## config.mk

```make
export PLATFORM = sky130hd
export DESIGN_NAME = isao_core
export DESIGN_NICKNAME = d
export VERILOG_FILES = /design/src/rtl/isao_pkg.sv /design/src/rtl/isao_dec_if.sv /design/src/rtl/isao_core.sv /design/src/rtl/isao_decode.sv
export SDC_FILE = /design/constraint.sdc
export NUM_CORES = 1
export LEC_CHECK = 0
export ABC_CLOCK_PERIOD_IN_PS = 2400
export BUFFER_PORTS_ARGS = -buffer_cell sky130_fd_sc_hd__clkbuf_2
export CORE_ASPECT_RATIO = 0.6
export CORE_MARGIN = 2
export CORE_UTILIZATION = 25
export CTS_BUF_LIST = sky130_fd_sc_hd__clkbuf_2 sky130_fd_sc_hd__clkbuf_4 sky130_fd_sc_hd__clkbuf_8
export CTS_CLUSTER_DIAMETER = 150
export DETAILED_ROUTE_END_ITERATION = 16
export PLACE_DENSITY = 0.53
export SLEW_MARGIN = 20
export SYNTH_ARGS = -nofsm -noshare
export SYNTH_HDL_FRONTEND = slang
export SYNTH_SLANG_ARGS = --single-unit
export TNS_END_PERCENT = 10
```

## constraint.sdc

```tcl
create_clock -name clk -period 2.4 [get_ports clk]
set_input_delay 0.6 -clock clk [delete_from_list [all_inputs] [get_ports clk]]
set_output_delay 0.6 -clock clk [all_outputs]
set_load 0.1 [all_outputs]
```

## src/rtl/isao_pkg.sv

```systemverilog
// Constants, encodings and helpers shared by the increment-skip and OR execution logic
package isao_pkg;

  // ----------------------------------------------------------------
  // Widths
  // ----------------------------------------------------------------
  localparam int INSTR_W = 16;
  localparam int DATA_W  = 8;
  localparam int ADDR_W  = 12;
  localparam int BANK_W  = 4;

  // ----------------------------------------------------------------
  // Instruction fields
  // ----------------------------------------------------------------
  localparam int OPC6_MSB = 15;
  localparam int OPC6_LSB = 10;
  localparam int OPC8_LSB = 8;
  localparam int D_BIT    = 9;
  localparam int A_BIT    = 8;
  localparam int F_MSB    = 7;
  localparam int SIGN_BIT = 7;

  localparam logic [5:0] OPC_INC_SKIP = 6'h12;
  localparam logic [5:0] OPC_OR_REG   = 6'h04;
  localparam logic [7:0] OPC_OR_LIT   = 8'h09;

  // ----------------------------------------------------------------
  // Addressing
  // ----------------------------------------------------------------
  localparam logic [7:0]        INDEXED_F_MAX  = 8'h5F;
  localparam logic [7:0]        ACCESS_SPLIT   = 8'h60;
  localparam logic [BANK_W-1:0] ACCESS_LO_BANK = 4'h0;
  localparam logic [BANK_W-1:0] ACCESS_HI_BANK = 4'hF;
  localparam logic [3:0]        ADDR_PAD       = 4'h0;

  // ----------------------------------------------------------------
  // Reset values and the increment constant
  // ----------------------------------------------------------------
  localparam logic [DATA_W-1:0] ACC_RST  = 8'h00;
  localparam logic [DATA_W-1:0] ZERO_B   = 8'h00;
  localparam logic [DATA_W-1:0] ONE_B    = 8'h01;
  localparam logic [ADDR_W-1:0] ADDR_RST = 12'h000;

  // ----------------------------------------------------------------
  // Types
  // ----------------------------------------------------------------
  typedef enum logic [1:0] {
    ISAO_Q1 = 2'b00,
    ISAO_Q2 = 2'b01,
    ISAO_Q3 = 2'b11,
    ISAO_Q4 = 2'b10
  } isao_phase_e;

  typedef enum logic [1:0] {
    ISAO_OP_NOP      = 2'b00,
    ISAO_OP_INC_SKIP = 2'b01,
    ISAO_OP_OR_LIT   = 2'b10,
    ISAO_OP_OR_REG   = 2'b11
  } isao_op_e;

  // Negative and zero of a result, {n, z}
  function automatic logic [1:0] isao_nz(input logic [DATA_W-1:0] v);
    return {v[SIGN_BIT], v == ZERO_B};
  endfunction

endpackage

```

## src/rtl/isao_dec_if.sv

```systemverilog
// Carrier between the executing core and its instruction decoder
`timescale 1ns/1ps
interface isao_dec_if;
  logic [isao_pkg::INSTR_W-1:0] instr;
  logic                         ext_en;
  logic [isao_pkg::BANK_W-1:0]  bank;
  logic [isao_pkg::ADDR_W-1:0]  index_base;
  isao_pkg::isao_op_e           op;
  logic                         dest_f;
  logic [isao_pkg::ADDR_W-1:0]  addr;
  logic [isao_pkg::DATA_W-1:0]  literal;

  modport dec  (input instr, ext_en, bank, index_base, output op, dest_f, addr, literal);
  modport core (output instr, ext_en, bank, index_base, input op, dest_f, addr, literal);
endinterface

```

## src/rtl/isao_core.sv

```systemverilog
// Four-phase executor for increment-skip-if-nonzero and the two inclusive OR operations
`timescale 1ns/1ps

module isao_core
(
  input  wire logic                         clk,
  input  wire logic                         srst,
  input  wire logic                         instr_valid,
  input  wire logic [isao_pkg::INSTR_W-1:0] instr,
  input  wire logic                         instr_two_word,
  input  wire logic                         ext_en,
  input  wire logic [isao_pkg::BANK_W-1:0]  bank_select_register,
  input  wire logic [isao_pkg::ADDR_W-1:0]  index_base,
  output logic                              instr_ready,
  output logic [1:0]                        phase,
  output logic                              skip_cycle,
  output logic                              mem_rd_en,
  output logic [isao_pkg::ADDR_W-1:0]       mem_rd_addr,
  input  wire logic [isao_pkg::DATA_W-1:0]  mem_rd_data,
  output logic                              mem_wr_en,
  output logic [isao_pkg::ADDR_W-1:0]       mem_wr_addr,
  output logic [isao_pkg::DATA_W-1:0]       mem_wr_data,
  output logic [isao_pkg::DATA_W-1:0]       accumulator,
  output logic                              flag_negative,
  output logic                              flag_zero
);

  // ----------------------------------------------------------------
  // State
  // ----------------------------------------------------------------
  typedef struct packed {
    isao_pkg::isao_phase_e        q;
    isao_pkg::isao_op_e           op;
    logic                         dest_f;
    logic [isao_pkg::ADDR_W-1:0]  addr;
    logic [isao_pkg::DATA_W-1:0]  operand;
    logic [isao_pkg::DATA_W-1:0]  result;
    logic [isao_pkg::DATA_W-1:0]  acc;
    logic                         n;
    logic                         z;
    // Flags of the result, committed only by the OR operations
    logic                         rn;
    logic                         rz;
    // Skip bookkeeping
    logic                         in_skip;
    logic                         skip_pending;
  } isao_state_s;

  isao_state_s st;
  isao_state_s next_st;

  // ----------------------------------------------------------------
  // Helpers
  // ----------------------------------------------------------------
  // Operations that read, and may write back, a file register
  function automatic logic touches_file
  (
    input isao_pkg::isao_op_e op
  );
    return op == isao_pkg::ISAO_OP_INC_SKIP || op == isao_pkg::ISAO_OP_OR_REG;
  endfunction

  // Processing step of the third quarter-phase
  function automatic logic [isao_pkg::DATA_W-1:0] process_data
  (
    input isao_pkg::isao_op_e          op,
    input logic [isao_pkg::DATA_W-1:0] acc,
    input logic [isao_pkg::DATA_W-1:0] operand,
    input logic [isao_pkg::DATA_W-1:0] held
  );
    unique case (op)
      isao_pkg::ISAO_OP_INC_SKIP: process_data = operand + isao_pkg::ONE_B;
      isao_pkg::ISAO_OP_OR_LIT:   process_data = acc | operand;
      isao_pkg::ISAO_OP_OR_REG:   process_data = acc | operand;
      isao_pkg::ISAO_OP_NOP:      process_data = held;
    endcase
  endfunction

  // ----------------------------------------------------------------
  // Decoder
  // ----------------------------------------------------------------
  isao_dec_if dec_bus ();

  assign dec_bus.instr      = instr;
  assign dec_bus.ext_en     = ext_en;
  assign dec_bus.bank       = bank_select_register;
  assign dec_bus.index_base = index_base;

  isao_decode u_decode
  (
    .d (dec_bus.dec)
  );

  // ----------------------------------------------------------------
  // Next state
  // ----------------------------------------------------------------
  always_comb
  begin
    next_st = st;
    unique case (st.q)
      isao_pkg::ISAO_Q1:
      begin
        // Decode, or discard the word already fetched
        next_st.q = isao_pkg::ISAO_Q2;
        if (st.skip_pending)
        begin
          next_st.in_skip      = 1'b1;
          next_st.op           = isao_pkg::ISAO_OP_NOP;
          // A two-word victim costs one more discarded cycle, never a third
          next_st.skip_pending = instr_valid && instr_two_word && !st.in_skip;
        end
        else
        begin
          next_st.in_skip = 1'b0;
          next_st.op      = instr_valid ? dec_bus.op : isao_pkg::ISAO_OP_NOP;
          next_st.dest_f  = dec_bus.dest_f;
          next_st.addr    = dec_bus.addr;
          next_st.operand = dec_bus.literal;
        end
      end
      isao_pkg::ISAO_Q2:
      begin
        // Operand read
        next_st.q = isao_pkg::ISAO_Q3;
        if (touches_file(st.op))
          next_st.operand = mem_rd_data;
      end
      isao_pkg::ISAO_Q3:
      begin
        // Processing
        next_st.q = isao_pkg::ISAO_Q4;
        next_st.result = process_data(st.op, st.acc, st.operand, st.result);
        {next_st.rn, next_st.rz} = isao_pkg::isao_nz(next_st.result);
      end
      isao_pkg::ISAO_Q4:
      begin
        // Destination write
        next_st.q = isao_pkg::ISAO_Q1;
        unique case (st.op)
          isao_pkg::ISAO_OP_INC_SKIP:
          begin
            // Flags stay; a nonzero result arms the skip and, with dest_f clear, the accumulator takes the result
            if (!st.dest_f)
              next_st.acc = st.result;
            next_st.skip_pending = !st.rz;
          end
          isao_pkg::ISAO_OP_OR_LIT:
          begin
            next_st.acc = st.result;
            {next_st.n, next_st.z} = {st.rn, st.rz};
          end
          isao_pkg::ISAO_OP_OR_REG:
          begin
            if (!st.dest_f)
              next_st.acc = st.result;
            {next_st.n, next_st.z} = {st.rn, st.rz};
          end
          isao_pkg::ISAO_OP_NOP:
          begin
            next_st.acc = st.acc;
          end
        endcase
      end
    endcase
  end

  always_ff @(posedge clk)
  begin
    if (srst)
    begin
      st.q            <= isao_pkg::ISAO_Q1;
      st.op           <= isao_pkg::ISAO_OP_NOP;
      st.dest_f       <= 1'b0;
      st.addr         <= isao_pkg::ADDR_RST;
      st.operand      <= isao_pkg::ZERO_B;
      st.result       <= isao_pkg::ZERO_B;
      st.acc          <= isao_pkg::ACC_RST;
      st.n            <= 1'b0;
      st.z            <= 1'b0;
      st.rn           <= 1'b0;
      st.rz           <= 1'b0;
      st.in_skip      <= 1'b0;
      st.skip_pending <= 1'b0;
    end
    else
      st <= next_st;
  end

  // ----------------------------------------------------------------
  // Handshake and phase
  // ----------------------------------------------------------------
  assign instr_ready   = (st.q == isao_pkg::ISAO_Q1);
  assign phase         = st.q;
  assign skip_cycle    = st.in_skip;

  // ----------------------------------------------------------------
  // Data memory port
  // ----------------------------------------------------------------
  assign mem_rd_en     = (st.q == isao_pkg::ISAO_Q2) && touches_file(st.op);
  assign mem_rd_addr   = st.addr;
  assign mem_wr_en     = (st.q == isao_pkg::ISAO_Q4) && st.dest_f && touches_file(st.op);
  assign mem_wr_addr   = st.addr;
  assign mem_wr_data   = st.result;

  // ----------------------------------------------------------------
  // Accumulator and status flags
  // ----------------------------------------------------------------
  assign accumulator   = st.acc;
  assign flag_negative = st.n;
  assign flag_zero     = st.z;

endmodule // isao_core

```

## src/rtl/isao_decode.sv

```systemverilog
// Opcode decoder and data address former
`timescale 1ns/1ps
module isao_decode
(
  isao_dec_if.dec d
);

  logic [7:0] f;

  always_comb
  begin
    f         = d.instr[isao_pkg::F_MSB:0];
    d.literal = f;
    d.dest_f  = d.instr[isao_pkg::D_BIT];
    d.op      = isao_pkg::ISAO_OP_NOP;
    if (d.instr[isao_pkg::OPC6_MSB:isao_pkg::OPC6_LSB] == isao_pkg::OPC_INC_SKIP)
      d.op = isao_pkg::ISAO_OP_INC_SKIP;
    else if (d.instr[isao_pkg::OPC6_MSB:isao_pkg::OPC6_LSB] == isao_pkg::OPC_OR_REG)
      d.op = isao_pkg::ISAO_OP_OR_REG;
    else if (d.instr[isao_pkg::OPC6_MSB:isao_pkg::OPC8_LSB] == isao_pkg::OPC_OR_LIT)
      d.op = isao_pkg::ISAO_OP_OR_LIT;
    if (d.instr[isao_pkg::A_BIT])
      d.addr = {d.bank, f};
    else if (d.ext_en && f <= isao_pkg::INDEXED_F_MAX)
      d.addr = d.index_base + {isao_pkg::ADDR_PAD, f};
    else if (f < isao_pkg::ACCESS_SPLIT)
      d.addr = {isao_pkg::ACCESS_LO_BANK, f};
    else
      d.addr = {isao_pkg::ACCESS_HI_BANK, f};
  end

endmodule // isao_decode

```

==> out/metrics.cfg <==
[status]
outcome=complete, no violations

[setup_path]
cp_data_arrival_time_ps=2340
setup.worst_path.start_class=input pin
cp_cell_sequence=clkbuf_2, ha_1, inv_1, fa_1, nor2b_1, o31a_1, o21ai_1, a211oi_1, xnor2_1, o22ai_1
crit_path_max_fanout=4
crit_slowest_cell=fa_1
critical_path_required_ps=2570
max_stage_delay_ps=390
endpoint_kind=flip-flop
setup.worst_path.start=instr[0]
crit_type=in -> reg
r2r-start=st[22]$_SDFFE_PP0P_

[routing]
vias=2791
detail-route-antenna-nets=0
drt-pass1-iter-count=4
wirelength_mm=8.516
drc=0
wl_per_cell_microns=14.03
drt-vias-per-instance=4.598
drt_iter0_drc=168

[logic_synthesis]
synth_edf_count=0
avgSynthCellArea_sq_um=7.759
synthTopCellsByArea=dfxtp_1 (31%), buf_4 (11%), nor2_1 (6.0%)
ys_types=54
yosys_warnings=0
async_flop_share=0
synth_top_area_frac=0.3059
syn_area_sq_um=3010
yosysSeqAreaShare=0.3059
synth_top_cell_by_area=dfxtp_1
syn_inst=388
synthesis.nets=443
ys_ff_latch=46
ys.flop_type=dfxtp_1

[global_route]
grt_pass1_vias=2686
grt_overflow_total=0
grt_pass1_wl_mm=14.16
grt_max_degree=47
antenna_found_initial=0
grt_usage=0.1378

[pwr]
power.share.sequential=0.387
switching_share=0.4024
p_sw_mw=0.8927
p_per_area_nw_per_um2=616.9
combPwrFrac=0.337
pwr-share-clk=0.276
intPower_mw=1.326
p_total_mw=2.218
ir_worst_vdd_v=0.0002592
p_leak_nw=1.508

[job]
cap_violations=0

[min_path]
min_from=flag_negative$_SDFFE_PP0P_
min_path_type=reg -> reg

[sta]
setup_ws_ps=228.9
fin_crit_sh=0.9046
finalClockSkew_ps=8.809
max-slew-margin-rel=0.6216
whs_ps=468.6
fmax_ghz=0.4606
grt_setup_unrepaired=no
worstMarginPinSlew_ps=570.1
hold_viol_final=0
setup_viol=0
fin_crit_ps=2171
drv_slew=0
tns_ps=0

[floorplanning]
std_cell_rows=30
core-area_sq_um=11520
io_pins=93
die-width_microns=145.7
start_util=0.2612
chipHeight_microns=89
die-area_sq_um=12960

[placement]
io_buffer_count=92
place_worst_setup_slack_ps=-48.41
hpwlAfterDp_mm=6.744
gp_congestion=0.8705

[layout]
diodes=0
final_nets=502
syn2layout_area_growth_pct=19.45
drive_gt1_frac=0.2886

[clock_network]
clk_pin_slew_ps=90
post_cts_buffers=0
cts-resized-gates=0
cts_tree=yes
insertion_delay_ps=300
clk_path_buf_depth=2
clockRootBuffer=clkbuf_8
cts_buffers=5
htreeDepth=2
cts_sinks=46
hold_buffers=0

## state kept, by name, indices dropped and copies added (netlist names)
register       cells
accumulator        8
flag_negative      1
skip_cycle         1
phase              2
mem_wr_data        8
flag_zero          1
mem_rd_addr       12
st                13
## critical path: cells and delay by family
kind | cells | cell delay [ps]
AO/OA/AOI/OAI | 4 | 670
adder cells (fa/ha/maj) | 2 | 570
AND/OR/NAND/NOR | 1 | 180
buffers and inverters | 2 | 160
XOR/XNOR | 1 | 150
## per-stage QoR
| stage | util | cells | area [sq um] |
|---|---|---|---|
| floorplan | - | 388 | 3010 |
| global placement | 0.3023 | 600 | 3483 |
| detailed placement | 0.3023 | 600 | 3483 |
| CTS | 0.3121 | 607 | 3596 |
| global route | 0.3121 | 607 | 3596 |
| finish | 0.3121 | 607 | 3596 |
## cell type report
class / instances / area, sq um
Clock buffer: 6 / 82.58
Clock inverter: 1 / 30.03
Fill cell: 1274 / 7928
Inverter: 10 / 37.54
Multi-Input combinational cell: 270 / 1657
Sequential cell: 46 / 920.9
Tap cell: 160 / 200.2
Timing Repair Buffer: 114 / 668.1
## cell usage after synthesis (all sizes together), types with 2 or more instances
master and count:
nor3b 3, nand4 2, nor3 15, nor2b 9, nor2 49, a31oi 2
o21ai 17, or3 2, ha 9, o32a 2, o22ai 4, buf 50
and2 5, nand3 13, inv 10, clkbuf 12, nand2 34, nand2b 2
xor2 2, mux2i 17, dfxtp 46, a21oi 30, a211oi 19, a311oi 2
o211ai 4, a21boi 2, xnor2 5
## final timing paths
check | slack [ps] | endpoint | depth (start not counted)
setup / recovery | 230 | mem_rd_addr[10]$_SDFFE_PP0P_ | 10
hold / removal | 470 | flag_negative$_SDFFE_PP0P_ | 2
setup reg to reg | 230 | st[2]$_SDFFE_PP0P_ | 6
hold reg to reg | 470 | flag_negative$_SDFFE_PP0P_ | 2
## logic make-up after synthesis
group | Yosys count | share of synthesized area
AO/OA/AOI/OAI | 95 | 0.2045
XOR/XNOR | 7 | 0.02037
adder cells (fa/ha/maj) | 10 | 0.04406
buffers and inverters | 72 | 0.1455
flip-flops | 46 | 0.3059
multiplexers | 17 | 0.05652
AND/OR/NAND/NOR | 141 | 0.2232
## power groups by stage
stage / combinational [mW] / sequential, mW / clock [mW]
final: 0.747 / 0.859 / 0.612
after global routing: 0.796 / 0.867 / 0.667
after CTS: 0.750 / 0.859 / 0.637
after detailed placement: 0.747 / 0.877 / 0
after global placement: 0.743 / 0.874 / 0
after floorplan: 0.641 / 0.863 / 0
## layer usage
layer / global-route usage / share of wire / vias up
met2: 0.1998 / 0.38 / 76
met4: 0.03476 / 0.0047 / 0
met1: 0.2055 / 0.55 / 1273
met5: 0 / 0 / -
met3: 0.03010 / 0.064 / 2
li1: - / - / 1440
## cell usage in the layout, fill, tap and decap left out, types with 10 or more instances in the layout
master / instances
a21oi_1: 30
mux2i_1: 17
a211oi_1: 19
clkbuf_2: 90
nand3_1: 13
inv_1: 10
buf_4: 21
o21ai_0: 16
nor2_1: 48
nand2_1: 33
nor3_1: 14
dfxtp_1: 46
No activity file was read; power rests on OpenSTA's default activity.
